`src/sla_pkg.sv`:
```
package sla_pkg;
  localparam int unsigned DATA_WIDTH     = 16;
  localparam int unsigned PC_WIDTH       = 23;
  localparam int unsigned PC_EXT_WIDTH   = PC_WIDTH - DATA_WIDTH - 1;
  localparam int unsigned INTERRUPT_DISABLE_INSTR_LIT_WIDTH = 14;
  localparam int unsigned APB_ADDR_WIDTH = 12;
  localparam int unsigned NUM_WREGS      = 16;

  localparam logic [3:0]  DEFAULT_DEFAULT_WORKING_REG    = 4'h0;
  localparam logic [3:0]  SP_INDEX        = 4'hf;
  localparam logic [3:0]  MAC_X_PLAIN     = 4'h8;
  localparam logic [3:0]  MAC_X_INDEXED   = 4'h9;
  localparam logic [3:0]  MAC_Y_PLAIN     = 4'ha;
  localparam logic [3:0]  MAC_Y_INDEXED   = 4'hb;

  localparam logic [15:0] DATA_RAM_START  = 16'h0800;
  localparam logic [15:0] SP_RESET        = 16'h0800;
  localparam logic [15:0] NEAR_MASK       = 16'h1fff;
  localparam logic [15:0] SHORT_LIT_MASK  = 16'h001f;
  localparam logic [15:0] BYTE_STEP       = 16'h0001;
  localparam logic [15:0] WORD_STEP       = 16'h0002;
  localparam logic [15:0] MAC_STEP2       = 16'h0002;
  localparam logic [15:0] MAC_STEP4       = 16'h0004;
  localparam logic [15:0] MAC_STEP6       = 16'h0006;

  localparam logic [11:0] OFF_STACK_LIMIT = 12'h000;
  localparam logic [11:0] OFF_STACK_PTR   = 12'h004;
  localparam logic [11:0] OFF_TRAP_ADDR   = 12'h008;
  localparam logic [11:0] OFF_STATUS      = 12'h00c;
  localparam int unsigned ST_ERR_PENDING  = 0;
  localparam int unsigned ST_PUSH_BUSY    = 1;

  typedef enum logic [3:0] {
    CMD_NONE, CMD_FILE, CMD_MCU, CMD_MOVE, CMD_MAC, CMD_PUSH,
    CMD_POP, CMD_CALL, CMD_EXCEPTION, CMD_BRANCH, CMD_INTERRUPT_DISABLE_INSTR
  } sla_cmd_type;

  typedef enum logic [3:0] {
    MODE_DIRECT, MODE_INDIRECT, MODE_POST_INC, MODE_POST_DEC,
    MODE_PRE_INC, MODE_PRE_DEC, MODE_INDEXED, MODE_LIT_OFFSET, MODE_FILE
  } sla_mode_type;

  typedef enum logic [1:0] {OPND_REG, OPND_MEM, OPND_LIT} sla_opnd_type;

  typedef enum logic [2:0] {
    MAC_IND, MAC_INC2, MAC_INC4, MAC_INC6, MAC_DEC2, MAC_DEC4, MAC_DEC6, MAC_INDEXED
  } sla_mac_type;

  typedef enum logic [0:0] {ST_IDLE = 1'b0, ST_PUSH_HI = 1'b1} sla_state_type;

  typedef struct packed {
    sla_cmd_type          cmd;
    sla_mode_type         srcMode;
    logic [3:0]           srcPtr;
    sla_mode_type         dstMode;
    logic [3:0]           dstPtr;
    logic [3:0]           offsetIdx;
    logic                 byteOp;
    sla_opnd_type         opnd2;
    logic [15:0]          literal;
    sla_mac_type          xMac;
    logic [3:0]           xPtr;
    sla_mac_type          yMac;
    logic [3:0]           yPtr;
    logic [PC_WIDTH-1:0]  pc;
    logic [7:0]           statusLowByte;
  } sla_req_type;

  typedef struct packed {
    logic                      valid;
    logic                      rdValid;
    logic [15:0]               rdAddr;
    logic                      yValid;
    logic [15:0]               yAddr;
    logic                      wrValid;
    logic [15:0]               wrAddr;
    logic [15:0]               wrData;
    logic [15:0]               opndA;
    logic [15:0]               opndB;
    logic [PC_WIDTH-1:0]       target;
    logic [INTERRUPT_DISABLE_INSTR_LIT_WIDTH-1:0] disiCount;
  } sla_ea_type;
endpackage

```
`src/sla_addr_unit.sv`:
```
// The implementer's own choices: the APB register port and the register offsets.
`timescale 1ns/1ps
`default_nettype none
module sla_addr_unit
  import sla_pkg::*;
(
  input  wire logic                      sys_clk,
  input  wire logic                      rst,
  input  wire logic                      psel,
  input  wire logic                      penable,
  input  wire logic                      pwrite,
  input  wire logic [APB_ADDR_WIDTH-1:0] paddr,
  input  wire logic [31:0]               pwdata,
  output logic      [31:0]               prdata,
  output logic                           pready,
  output logic                           pslverr,
  input  wire logic                      reqValid,
  output logic                           reqReady,
  input  wire sla_req_type               req,
  output sla_ea_type                     result,
  input  wire logic                      coreWrEn,
  input  wire logic [3:0]                coreWrIdx,
  input  wire logic [15:0]               coreWrData,
  output logic                           stackErrReq,
  input  wire logic                      stackErrAck,
  output logic                           macFault
);

  logic [15:0]   default_working_reg_q [NUM_WREGS];
  logic [15:0]   stackLimit_q;
  logic [15:0]   trapAddr_q;
  logic [15:0]   pushHi_q;
  logic [15:0]   pushHi_d;
  sla_state_type state_q;
  sla_state_type state_d;
  sla_ea_type    result_q;
  sla_ea_type    result_d;
  logic          reqReady_q;
  logic          stackErr_q;
  logic          macFault_q;
  logic          macFault_d;
  logic [31:0]   prdata_q;
  logic          pready_q;
  logic          pslverr_q;

  logic          acc;
  logic [15:0]   sp;
  logic [15:0]   step;
  logic [15:0]   offVal;
  logic [15:0]   srcEa;
  logic [15:0]   dstEa;
  logic [15:0]   xEa;
  logic [15:0]   yEa;
  logic          xOk;
  logic          yOk;
  logic          srcUpd;
  logic          dstUpd;
  logic          xUpd;
  logic          yUpd;
  logic          spUpd;
  logic [15:0]   spNew;
  logic          stackHit;
  logic [15:0]   stackEa;
  logic          apbWrite;
  logic [31:0]   rdMux;
  logic          mapped;

  function automatic logic [15:0] modeEa(sla_mode_type m, logic [15:0] ptr,
                                         logic [15:0] off, logic [15:0] lit,
                                         logic [15:0] stp);
    case (m)
      MODE_PRE_INC:    modeEa = ptr + stp;
      MODE_PRE_DEC:    modeEa = ptr - stp;
      MODE_INDEXED:    modeEa = ptr + off;
      MODE_LIT_OFFSET: modeEa = ptr + lit;
      MODE_FILE:       modeEa = lit;
      default:         modeEa = ptr;
    endcase
  endfunction

  function automatic logic [15:0] modeNext(sla_mode_type m, logic [15:0] ptr,
                                           logic [15:0] stp);
    case (m)
      MODE_POST_INC, MODE_PRE_INC: modeNext = ptr + stp;
      MODE_POST_DEC, MODE_PRE_DEC: modeNext = ptr - stp;
      default:                     modeNext = ptr;
    endcase
  endfunction

  function automatic logic modeUpdates(sla_mode_type m);
    modeUpdates = (m == MODE_POST_INC) || (m == MODE_POST_DEC) ||
                  (m == MODE_PRE_INC) || (m == MODE_PRE_DEC);
  endfunction

  function automatic logic isMemMode(sla_mode_type m);
    isMemMode = (m != MODE_DIRECT);
  endfunction

  function automatic logic [15:0] macNext(sla_mac_type m, logic [15:0] ptr);
    case (m)
      MAC_INC2: macNext = ptr + MAC_STEP2;
      MAC_INC4: macNext = ptr + MAC_STEP4;
      MAC_INC6: macNext = ptr + MAC_STEP6;
      MAC_DEC2: macNext = ptr - MAC_STEP2;
      MAC_DEC4: macNext = ptr - MAC_STEP4;
      MAC_DEC6: macNext = ptr - MAC_STEP6;
      default:  macNext = ptr;
    endcase
  endfunction

  // Equal to the limit passes; only beyond it, or under data RAM, is a fault
  function automatic logic stackFault(logic [15:0] ea, logic [15:0] lim);
    stackFault = (ea > lim) || (ea < DATA_RAM_START);
  endfunction

  assign acc    = reqValid && reqReady_q;
  assign sp     = default_working_reg_q[SP_INDEX];
  assign step   = req.byteOp ? BYTE_STEP : WORD_STEP;
  assign offVal = default_working_reg_q[req.offsetIdx];
  assign srcEa  = modeEa(req.srcMode, default_working_reg_q[req.srcPtr], offVal, req.literal, step);
  assign dstEa  = modeEa(req.dstMode, default_working_reg_q[req.dstPtr], offVal, req.literal, step);
  assign xEa    = (req.xMac == MAC_INDEXED) ? default_working_reg_q[req.xPtr] + offVal : default_working_reg_q[req.xPtr];
  assign yEa    = (req.yMac == MAC_INDEXED) ? default_working_reg_q[req.yPtr] + offVal : default_working_reg_q[req.yPtr];
  // X pointers 8/9, Y pointers 10/11, indexed only via 9 and 11
  assign xOk    = ((req.xPtr == MAC_X_PLAIN) && (req.xMac != MAC_INDEXED)) ||
                  (req.xPtr == MAC_X_INDEXED);
  assign yOk    = ((req.yPtr == MAC_Y_PLAIN) && (req.yMac != MAC_INDEXED)) ||
                  (req.yPtr == MAC_Y_INDEXED);

  always_comb begin
    result_d   = '0;
    state_d    = state_q;
    pushHi_d   = pushHi_q;
    macFault_d = 1'b0;
    srcUpd     = 1'b0;
    dstUpd     = 1'b0;
    xUpd       = 1'b0;
    yUpd       = 1'b0;
    spUpd      = 1'b0;
    spNew      = sp;
    stackHit   = 1'b0;
    stackEa    = sp;
    if (state_q == ST_PUSH_HI) begin
      result_d.valid   = 1'b1;
      result_d.wrValid = 1'b1;
      result_d.wrAddr  = sp;
      result_d.wrData  = pushHi_q;
      spUpd            = 1'b1;
      spNew            = sp + WORD_STEP;
      stackHit         = stackFault(sp, stackLimit_q);
      state_d          = ST_IDLE;
    end else if (acc) begin
      result_d.valid = 1'b1;
      case (req.cmd)
        CMD_FILE: begin
          result_d.rdValid = 1'b1;
          result_d.rdAddr  = req.literal & NEAR_MASK;
          result_d.opndA   = default_working_reg_q[DEFAULT_DEFAULT_WORKING_REG];
        end
        CMD_MCU, CMD_MOVE: begin
          if (req.cmd == CMD_MCU) begin
            result_d.opndA = default_working_reg_q[req.offsetIdx];
          end
          if ((req.cmd == CMD_MCU) && (req.opnd2 == OPND_LIT)) begin
            result_d.opndB = req.literal & SHORT_LIT_MASK;
          end else if (((req.cmd == CMD_MCU) && (req.opnd2 == OPND_MEM)) ||
                       ((req.cmd == CMD_MOVE) && isMemMode(req.srcMode))) begin
            result_d.rdValid = 1'b1;
            result_d.rdAddr  = srcEa;
            srcUpd           = modeUpdates(req.srcMode);
            if (req.srcPtr == SP_INDEX) begin
              stackHit = stackFault(srcEa, stackLimit_q);
              stackEa  = srcEa;
            end
          end else begin
            result_d.opndB = default_working_reg_q[req.srcPtr];
          end
          if (isMemMode(req.dstMode)) begin
            result_d.wrValid = 1'b1;
            result_d.wrAddr  = dstEa;
            dstUpd           = modeUpdates(req.dstMode);
            if ((req.dstPtr == SP_INDEX) && !stackHit) begin
              stackHit = stackFault(dstEa, stackLimit_q);
              stackEa  = dstEa;
            end
          end
        end
        CMD_MAC: begin
          if (xOk && yOk) begin
            result_d.rdValid = 1'b1;
            result_d.rdAddr  = xEa;
            result_d.yValid  = 1'b1;
            result_d.yAddr   = yEa;
            xUpd             = 1'b1;
            yUpd             = 1'b1;
          end else begin
            macFault_d = 1'b1;
          end
        end
        CMD_PUSH: begin
          result_d.wrValid = 1'b1;
          result_d.wrAddr  = sp;
          result_d.wrData  = default_working_reg_q[req.srcPtr];
          spUpd            = 1'b1;
          spNew            = sp + WORD_STEP;
          stackHit         = stackFault(sp, stackLimit_q);
        end
        CMD_POP: begin
          result_d.rdValid = 1'b1;
          result_d.rdAddr  = sp - WORD_STEP;
          spUpd            = 1'b1;
          spNew            = sp - WORD_STEP;
          stackHit         = stackFault(sp - WORD_STEP, stackLimit_q);
          stackEa          = sp - WORD_STEP;
        end
        CMD_CALL, CMD_EXCEPTION: begin
          result_d.wrValid = 1'b1;
          result_d.wrAddr  = sp;
          result_d.wrData  = req.pc[DATA_WIDTH-1:0];
          spUpd            = 1'b1;
          spNew            = sp + WORD_STEP;
          stackHit         = stackFault(sp, stackLimit_q);
          if (req.cmd == CMD_CALL) begin
            pushHi_d = {9'h000, req.pc[PC_WIDTH-1:DATA_WIDTH]};
          end else begin
            pushHi_d = {req.statusLowByte, 1'b0, req.pc[PC_WIDTH-1:DATA_WIDTH]};
          end
          state_d = ST_PUSH_HI;
        end
        CMD_BRANCH: begin
          result_d.target = req.pc +
            {{PC_EXT_WIDTH{req.literal[DATA_WIDTH-1]}}, req.literal, 1'b0};
        end
        CMD_INTERRUPT_DISABLE_INSTR: begin
          result_d.disiCount = req.literal[INTERRUPT_DISABLE_INSTR_LIT_WIDTH-1:0];
        end
        default: begin
          result_d.valid = 1'b0;
        end
      endcase
    end
  end

  // Later assignments win: core write-back overrides any pointer update
  always_ff @(posedge sys_clk) begin
    if (rst) begin
      for (int i = 0; i < NUM_WREGS; i++) begin
        default_working_reg_q[i] <= (i == int'(SP_INDEX)) ? SP_RESET : 16'h0000;
      end
    end else begin
      if (srcUpd) begin
        default_working_reg_q[req.srcPtr] <= modeNext(req.srcMode, default_working_reg_q[req.srcPtr], step);
      end
      if (dstUpd) begin
        default_working_reg_q[req.dstPtr] <= modeNext(req.dstMode, default_working_reg_q[req.dstPtr], step);
      end
      if (xUpd) begin
        default_working_reg_q[req.xPtr] <= macNext(req.xMac, default_working_reg_q[req.xPtr]);
      end
      if (yUpd) begin
        default_working_reg_q[req.yPtr] <= macNext(req.yMac, default_working_reg_q[req.yPtr]);
      end
      if (spUpd) begin
        default_working_reg_q[SP_INDEX] <= spNew;
      end
      if (coreWrEn) begin
        if (coreWrIdx == SP_INDEX) begin
          default_working_reg_q[SP_INDEX] <= {coreWrData[15:1], 1'b0};
        end else begin
          default_working_reg_q[coreWrIdx] <= coreWrData;
        end
      end
    end
  end

  always_ff @(posedge sys_clk) begin
    if (rst) begin
      state_q    <= ST_IDLE;
      pushHi_q   <= 16'h0000;
      reqReady_q <= 1'b1;
      result_q   <= '0;
      macFault_q <= 1'b0;
    end else begin
      state_q    <= state_d;
      pushHi_q   <= pushHi_d;
      reqReady_q <= (state_d == ST_IDLE);
      result_q   <= result_d;
      macFault_q <= macFault_d;
    end
  end

  // A new fault in the acknowledge cycle keeps the request raised
  always_ff @(posedge sys_clk) begin
    if (rst) begin
      stackErr_q <= 1'b0;
      trapAddr_q <= 16'h0000;
    end else begin
      if (stackHit) begin
        stackErr_q <= 1'b1;
        trapAddr_q <= stackEa;
      end else if (stackErrAck) begin
        stackErr_q <= 1'b0;
      end
    end
  end

  assign apbWrite = psel && penable && pready_q && pwrite;

  // No reset: contents stay unknown until software writes the limit
  always_ff @(posedge sys_clk) begin
    if (apbWrite && (paddr == OFF_STACK_LIMIT)) begin
      stackLimit_q <= {pwdata[15:1], 1'b0};
    end
  end

  always_comb begin
    rdMux  = 32'h00000000;
    mapped = 1'b1;
    case (paddr)
      OFF_STACK_LIMIT: rdMux[15:0] = {stackLimit_q[15:1], 1'b0};
      OFF_STACK_PTR:   rdMux[15:0] = sp;
      OFF_TRAP_ADDR:   rdMux[15:0] = trapAddr_q;
      OFF_STATUS: begin
        rdMux[ST_ERR_PENDING] = stackErr_q;
        rdMux[ST_PUSH_BUSY]   = (state_q == ST_PUSH_HI);
      end
      default: mapped = 1'b0;
    endcase
  end

  // Answer prepared in setup, so the access phase completes with no wait
  always_ff @(posedge sys_clk) begin
    if (rst) begin
      prdata_q  <= 32'h00000000;
      pready_q  <= 1'b0;
      pslverr_q <= 1'b0;
    end else begin
      pready_q  <= psel && !penable;
      pslverr_q <= psel && !penable && !mapped;
      if (psel && !penable && !pwrite) begin
        prdata_q <= rdMux;
      end
    end
  end

  assign prdata      = prdata_q;
  assign pready      = pready_q;
  assign pslverr     = pslverr_q;
  assign reqReady    = reqReady_q;
  assign result      = result_q;
  assign stackErrReq = stackErr_q;
  assign macFault    = macFault_q;

endmodule
`default_nettype wire

```
`config.mk`:
```
export PLATFORM = sky130hd
export DESIGN_NAME = sla_addr_unit
export DESIGN_NICKNAME = d
export VERILOG_FILES = /design/src/sla_pkg.sv /design/src/sla_addr_unit.sv
export SDC_FILE = /design/constraint.sdc
export NUM_CORES = 2
export LEC_CHECK = 0
export BUFFER_PORTS_ARGS = -buffer_cell sky130_fd_sc_hd__buf_2
export CAP_MARGIN = 20
export CORE_AREA = 2 2 337 339
export DETAILED_ROUTE_END_ITERATION = 8
export DIE_AREA = 0 0 339 341
export PLACE_DENSITY = 0.59
export SKIP_CTS_REPAIR_TIMING = 1
export SLEW_MARGIN = 5
export SYNTH_ARGS = -nofsm -noshare
export SYNTH_HDL_FRONTEND = slang
export SYNTH_SLANG_ARGS = --single-unit
```
`constraint.sdc`:
```
create_clock -name sys_clk -period 19.1 [get_ports sys_clk]
set_input_delay 2.865 -clock sys_clk [delete_from_list [all_inputs] [get_ports sys_clk]]
set_output_delay 2.865 -clock sys_clk [all_outputs]
set_load 0.02 [all_outputs]
```
---- After elaboration in Yosys (flattened, before gate mapping) ----
Memory sizes are Yosys's and may differ from the RTL's.
Cells that the tools add are included.
word-level totals
  register bits after elaboration ......... 206
  bits in writable memories ............... 256
  input bits .............................. 160
  output and inout port bits .............. 174
  word-level logic and storage cells ...... 309
  memories ................................ 1
operators by class
  add/sub/neg operators ................... 25
  magnitude comparators ................... 8
  eq/ne operators ......................... 54
  mux-type cells .......................... 123
  bitwise gates (word level) .............. 16
  reduce and logical (&&, ||, !) cells .... 59
memories
  memory                 words  bits a word  rd ports  clocked after memory_dff  write ports  line                 source
  default_working_reg_q  16     16           7         0                         16           sla_addr_unit.sv:29  logic [15:0] default_working_reg_q [NUM_WREGS];
operators by type and width
  operator                                                       number
  2-to-1 mux 16 bit                                              31
  case mux 16 bit (2 select lines)                               6
  case mux 16 bit (6 select lines)                               2
  case mux 16 bit (5 select lines)                               2
  2-to-1 mux 137 bit                                             1
  adder 16 bit                                                   6
  OR reduction 16 bit                                            5
  2-to-1 mux 17 bit                                              4
  case mux 17 bit (4 select lines)                               1
  adder 16 x 3 -> 16 bit (second input constant)                 4
  greater-than comparator 16 bit                                 4
  less-than comparator 16 x 12 -> 1 bit (second input constant)  4
  subtractor 16 x 3 -> 16 bit (second input constant)            4
  2-to-1 mux 1 bit                                               62
  equality test 4 bit (second input constant)                    14
  adder 16 x 2 -> 16 bit (second input constant)                 3
  equality test 4 x 3 -> 1 bit (second input constant)           12
  subtractor 16 x 2 -> 16 bit (second input constant)            3
  case mux 14 bit (3 select lines)                               1
  2-to-1 mux 34 bit                                              1
  case mux 17 bit (2 select lines)                               1
  2-to-1 mux 33 bit                                              1
  adder 16 x 2 -> 16 bit                                         2
  subtractor 16 x 2 -> 16 bit                                    2
  33 further kinds                                               109

---- Logic depth before layout (Yosys ltp) ----
  depth in word-level cells ............... 19
  depth in mapped cells ................... 35
  mapped depth without buffers ............ 29

---- Worst setup path after synthesis ----
No wires, ideal clock.
  path kind ............................... in2reg
  start ................................... input port req[68] in the netlist's numbering
  end ..................................... register trapAddr_q[10]
  setup time .............................. 0.080 ns
  arrival ................................. 9.912 ns
  data required time ...................... 19.020 ns
  slack ................................... 9.108 ns
  cell stages on the path ................. 33
  path buffers ............................ 7
  cells stage by stage .................... buf_4 -> buf_2 -> buf_2 -> buf_2 -> buf_2 -> mux4_2 -> mux4_2 -> ha_1 -> a211oi_1 -> o21bai_1 -> a21boi_0 -> o31ai_1 -> xor2_1 -> a21oi_1 -> o22ai_1 -> o21ai_0 -> a31oi_1 -> ha_1 -> a21o_1 -> a21o_1 -> a21o_1 -> a21o_1 -> a21o_1 -> a21o_1 -> a221oi_1 -> a311o_1 -> nand2_1 -> or4b_1 -> a31o_4 -> and2_4 -> buf_6 -> buf_12 -> a211oi_2
on the way
  longest elaborated chain between the ends .. 10
  elaborated cells on any way between the ends .. 21
  classes of those cells .................. 4 x add/sub; 2 x order compare; 1 x eq/ne; 11 x mux; 2 x reduce/logical; 1 x memory
RTL lines
  item                                                                                     line                  source
  start: declaration                                                                       sla_addr_unit.sv:19   input wire sla_req_type req,
  memory read (16 x 16 bit)                                                                -
  adder 16 bit (tied with other cells)                                                     sla_addr_unit.sv:75   MODE_LIT_OFFSET: modeEa = ptr + lit;
  case mux 16 bit (5 select lines)                                                         sla_addr_unit.sv:71   case (m)
  greater-than comparator 16 bit or less-than comparator 16 x 12 -> 1 bit (tied branches)  sla_addr_unit.sv:113  stackFault = (ea > lim) || (ea < DATA_RAM_START);
  logical OR 1 bit                                                                         sla_addr_unit.sv:113
  2-to-1 mux 1 bit                                                                         sla_addr_unit.sv:182  if ((req.dstPtr == SP_INDEX) && !stackHit) begin
  2-to-1 mux 1 bit                                                                         sla_addr_unit.sv:178  if (isMemMode(req.dstMode)) begin
  case mux 1 bit (3 select lines)                                                          sla_addr_unit.sv:154  case (req.cmd)
  2-to-1 mux 1 bit                                                                         sla_addr_unit.sv:152  end else if (acc) begin
  2-to-1 mux 1 bit                                                                         sla_addr_unit.sv:143  if (state_q == ST_PUSH_HI) begin
  end signal: assignment                                                                   sla_addr_unit.sv:300  trapAddr_q <= stackEa;
  end: declaration                                                                         sla_addr_unit.sv:31   logic [15:0] trapAddr_q;
Several ways; a longest one is shown, not always the timed one.
A chain may end at the register's enable or synchronous reset.

---- Worst setup path after layout ----
  start ................................... input port req[65] in the netlist's numbering
  end ..................................... register trapAddr_q[9]
on the way
  longest elaborated chain between the ends .. 18
  elaborated cells on any way between the ends .. 32
  classes of those cells .................. 2 x add/sub; 4 x order compare; 21 x mux; 4 x reduce/logical; 1 x memory
RTL lines
  item                                                                                     line                  source
  memory read (16 x 16 bit) (*)                                                            -
  adder 16 bit                                                                             sla_addr_unit.sv:74   MODE_INDEXED: modeEa = ptr + off;
  case mux 16 bit (5 select lines)                                                         sla_addr_unit.sv:71
  greater-than comparator 16 bit or less-than comparator 16 x 12 -> 1 bit (tied branches)  sla_addr_unit.sv:113
  logical OR 1 bit                                                                         sla_addr_unit.sv:113
  2-to-1 mux 1 bit                                                                         sla_addr_unit.sv:171  if (req.srcPtr == SP_INDEX) begin
  2-to-1 mux 1 bit                                                                         sla_addr_unit.sv:166  end else if (((req.cmd == CMD_MCU) && (req.opnd2 == OPND_MEM)) ||
  2-to-1 mux 1 bit                                                                         sla_addr_unit.sv:164  if ((req.cmd == CMD_MCU) && (req.opnd2 == OPND_LIT)) begin
  [... 2 more ...]                                                                         -
  2-to-1 mux 1 bit                                                                         sla_addr_unit.sv:143
  logical NOT 1 bit                                                                        sla_addr_unit.sv:182
  logical AND 1 bit                                                                        sla_addr_unit.sv:182
  2-to-1 mux 1 bit or 2-to-1 mux 16 bit (tied branches)                                    sla_addr_unit.sv:182
  2-to-1 mux 1 bit or 2-to-1 mux 16 bit (tied branches)                                    sla_addr_unit.sv:178
  case mux 1 bit (3 select lines) or case mux 16 bit (2 select lines) (tied branches)      sla_addr_unit.sv:154
  2-to-1 mux 1 bit or 2-to-1 mux 16 bit (tied branches)                                    sla_addr_unit.sv:152
  2-to-1 mux 1 bit or 2-to-1 mux 16 bit (tied branches)                                    sla_addr_unit.sv:143
Mark *: on every way between the ends. The rest lies on a longest branch, timed or not. The select of a mux whose other input is x is not followed.

==> flow_metrics.tcl <==
set metrics [dict create \
    final_nets 5410 \
    die_w_um 339 \
    final.fill_count 10836 \
    finalMaxSlewViolations 0 \
    syn_area_um2 44600 \
    grt_max_degree 52 \
    finalCriticalPeriod_ps 11150 \
    io_pins 334 \
    synth_flop_cell "edfxtp_1" \
    drt_iter0_drc 8677 \
    route.vias.total 45823 \
    numClockSinks 461 \
    relSlewSlack_pct 11.1 \
    setup_viol 0 \
    vdd_drop_max_mv 0.0783 \
    drtAntennaViolNets 0 \
    postSynthAreaPerCell_um2 9.13 \
    critPathLaunchType "primary input" \
    initial_core_util_pct 39.9 \
    std_cell_rows 123 \
    io_buffers 300 \
    vias_per_cell 6.95 \
    drc 0 \
    synth_edf_count 271 \
    crit_required_ps 19630 \
    layout-drive-gt1-share_pct 21.5 \
    place_inst 6470 \
    worst_slew_pin_slew_ps 1330 \
    grt_pass1_wl_mm 319 \
    postSynth.asyncResetShare_pct 0 \
    antenna_found_initial 23 \
    slowest_delay_ps 760 \
    arrival_ps 11680 \
    grt_setup_unrepaired "no" \
    wl_per_cell_um 35.3 \
    period_share_pct 58.4 \
    maxCapViolations 0 \
    path_class "primary input to register" \
    synth.distinct_cells 106 \
    cts_max_path_buffers 3 \
    htree_levels 2 \
    ys_warn_count 0 \
    grt_pass1_vias 41642 \
    min_path_type "register to register" \
    dp_hpwl_mm 169 \
    p_total_mw 3.51 \
    crit_slowest_cell "buf_2" \
    skew_ps 63.6 \
    critPathMaxFanout 34 \
    area_delta_synth_final_pct 11.8 \
    power.density_nw_per_um2 70.3 \
    synth-seq-cells 461 \
    overflow 0 \
    fmax_mhz 89.7 \
    tns_ps 0 \
    clk_pin_slew_ps 60 \
    ys_seq_area_share_pct 26.8 \
    numCtsBuffers 57 \
    finalHoldViolCount 0 \
    cts-root-buf "clkbuf_16" \
    drtPass1Iterations 9 \
    stdcell_count 6596 \
    endpoint_kind "register" \
    die_h_um 341 \
    core_um2 112000 \
    p_leak_nw 19.1 \
    crit_family "compound AO/OA/AOI/OAI gates" \
    die_area_um2 116000 \
    routabilityCongestion 1.07 \
    r2r_slack_ps 10550 \
    synthCells 4888 \
    clk_latency_ps 720 \
    status "finished, final reports clean" \
    cp.buffers_inverters 2 \
    cts_tree "yes" \
    grt_usage_pct 38.7 \
    totalWireLength_mm 233 \
]
-- per-stage QoR --
step / setup WS (ps) / utilization (%) / cell area (um^2) / hold WS, ps
floorplan: 9110 / - / 44700 / 431
global placement: 7700 / 42.7 / 47700 / 452
detailed placement: 7590 / 42.7 / 47800 / 457
CTS: 8260 / 44.4 / 49700 / 477
global route: 7770 / 44.5 / 49800 / 500
finish: 7950 / 44.6 / 49900 / 483
-- Yosys cell counts (14+ instances only) --
cell type	n	area [um^2]
nor2_1	598	2240
nand2_1	488	1830
a21oi_1	480	2400
mux4_2	376	8470
o21ai_0	317	1590
clkbuf_1	282	1060
edfxtp_1	271	8140
ha_1	203	2540
dfxtp_1	190	3800
inv_1	115	432
xnor2_1	110	963
nor3_1	99	495
a22oi_1	88	661
mux2i_1	84	841
nand3_1	74	370
xor2_1	61	534
a21o_1	60	450
mux2_2	59	664
o21a_1	57	428
buf_1	53	199
nand2b_1	44	275
and2_1	43	269
nor2b_1	41	257
nand4_1	34	213
a211oi_1	33	248
a222oi_1	32	320
a31oi_1	31	194
buf_2	30	150
a22o_1	29	254
o211ai_1	29	218
nor4_1	27	169
or3_1	27	169
a221oi_1	25	219
and3_1	25	156
buf_4	23	173
o22ai_1	23	144
o221ai_1	21	184
o21ai_1	16	80.1
a21boi_0	15	113
o21bai_1	15	113
o31ai_1	14	105
or4_1	14	105
-- report_power, final --
part	total, mW	internal, mW	leakage [nW]	switching, mW
Combinational	1.21	0.414	13.9	0.791
Clock	1.17	0.667	0.963	0.505
Sequential	1.13	1.08	4.32	0.0492
-- path summary, 6_finish.rpt --
path                           startpoint             to  depth (start not counted)
max                               req[65]  trapAddr_q[9]                         30
min reg2reg                  pushHi_q[15]   pushHi_q[15]                          2
max reg2reg  default_working_reg_q[15][1]  trapAddr_q[9]                         28
min                          pushHi_q[15]   pushHi_q[15]                          2
-- worst reg2reg max path: cells and delay by family, from the launching register on --
family	cells	cell delay (ps)
AO/OA/AOI/OAI	19	4500
multiplexers	3	1770
flip-flops	1	770
adder cells (fa/ha/maj)	2	730
AND/OR/NAND/NOR	4	640
-- registers in the layout, summed over array words and instances (netlist names), 15 cells and up --
register,flops
pushHi_q,15
result,137
stackLimit_q,15
prdata,16
default_working_reg_q,256
trapAddr_q,16
-- cell type report --
| class | count | area (um^2) | share of cell area, % |
|---|---|---|---|
| tap | 1500 | 1880 | 3.76 |
| multi-input combinational | 3925 | 30700 | 61.6 |
| clock inverter | 38 | 444 | 0.891 |
| timing repair buffer | 470 | 2860 | 5.73 |
| sequential | 461 | 11900 | 24.0 |
| inverter | 119 | 447 | 0.896 |
| clock buffer | 67 | 1520 | 3.04 |
| antenna | 16 | 40.0 | 0.0803 |
-- cells in the final DEF (no fill, tap or decap), types with 44 or more instances in the layout --
master     synthesis  final
a21oi_1          480    478
ha_1             203    203
a22oi_1           88     88
mux2i_1           84     83
edfxtp_1         271    271
o21ai_0          317    315
and2_1            43     44
xor2_1            61     61
nand2b_1          44     44
inv_1            115    115
nand2_1          488    488
buf_2             30    294
clkbuf_16          0     58
o21a_1            57     57
nor3_1            99     94
mux4_2           376    376
nand3_1           74     74
mux2_2            59     59
dfxtp_1          190    190
a21o_1            60     60
buf_4             23    170
xnor2_1          110    110
nor2_1           598    585
-- kinds of logic after synthesis --
group / Yosys count / synth area share, %
adder cells (fa/ha/maj): 216 / 6.28
AND/OR/NAND/NOR: 1594 / 16.2
AO/OA/AOI/OAI: 1409 / 20.2
multiplexers: 519 / 22.4
buffers and inverters: 517 / 4.86
XOR/XNOR: 171 / 3.36
other: 1 / 0.00841
flip-flops: 461 / 26.8
-- per-layer routing --
| layer | global-route usage (%) | routed length [um] |
|---|---|---|
| met5 | 0.899 | 298 |
| met4 | 24.5 | 18500 |
| met3 | 17.7 | 37800 |
| met2 | 54.6 | 94200 |
| met1 | 47.5 | 82000 |
Power figures use the tool's default switching activity.
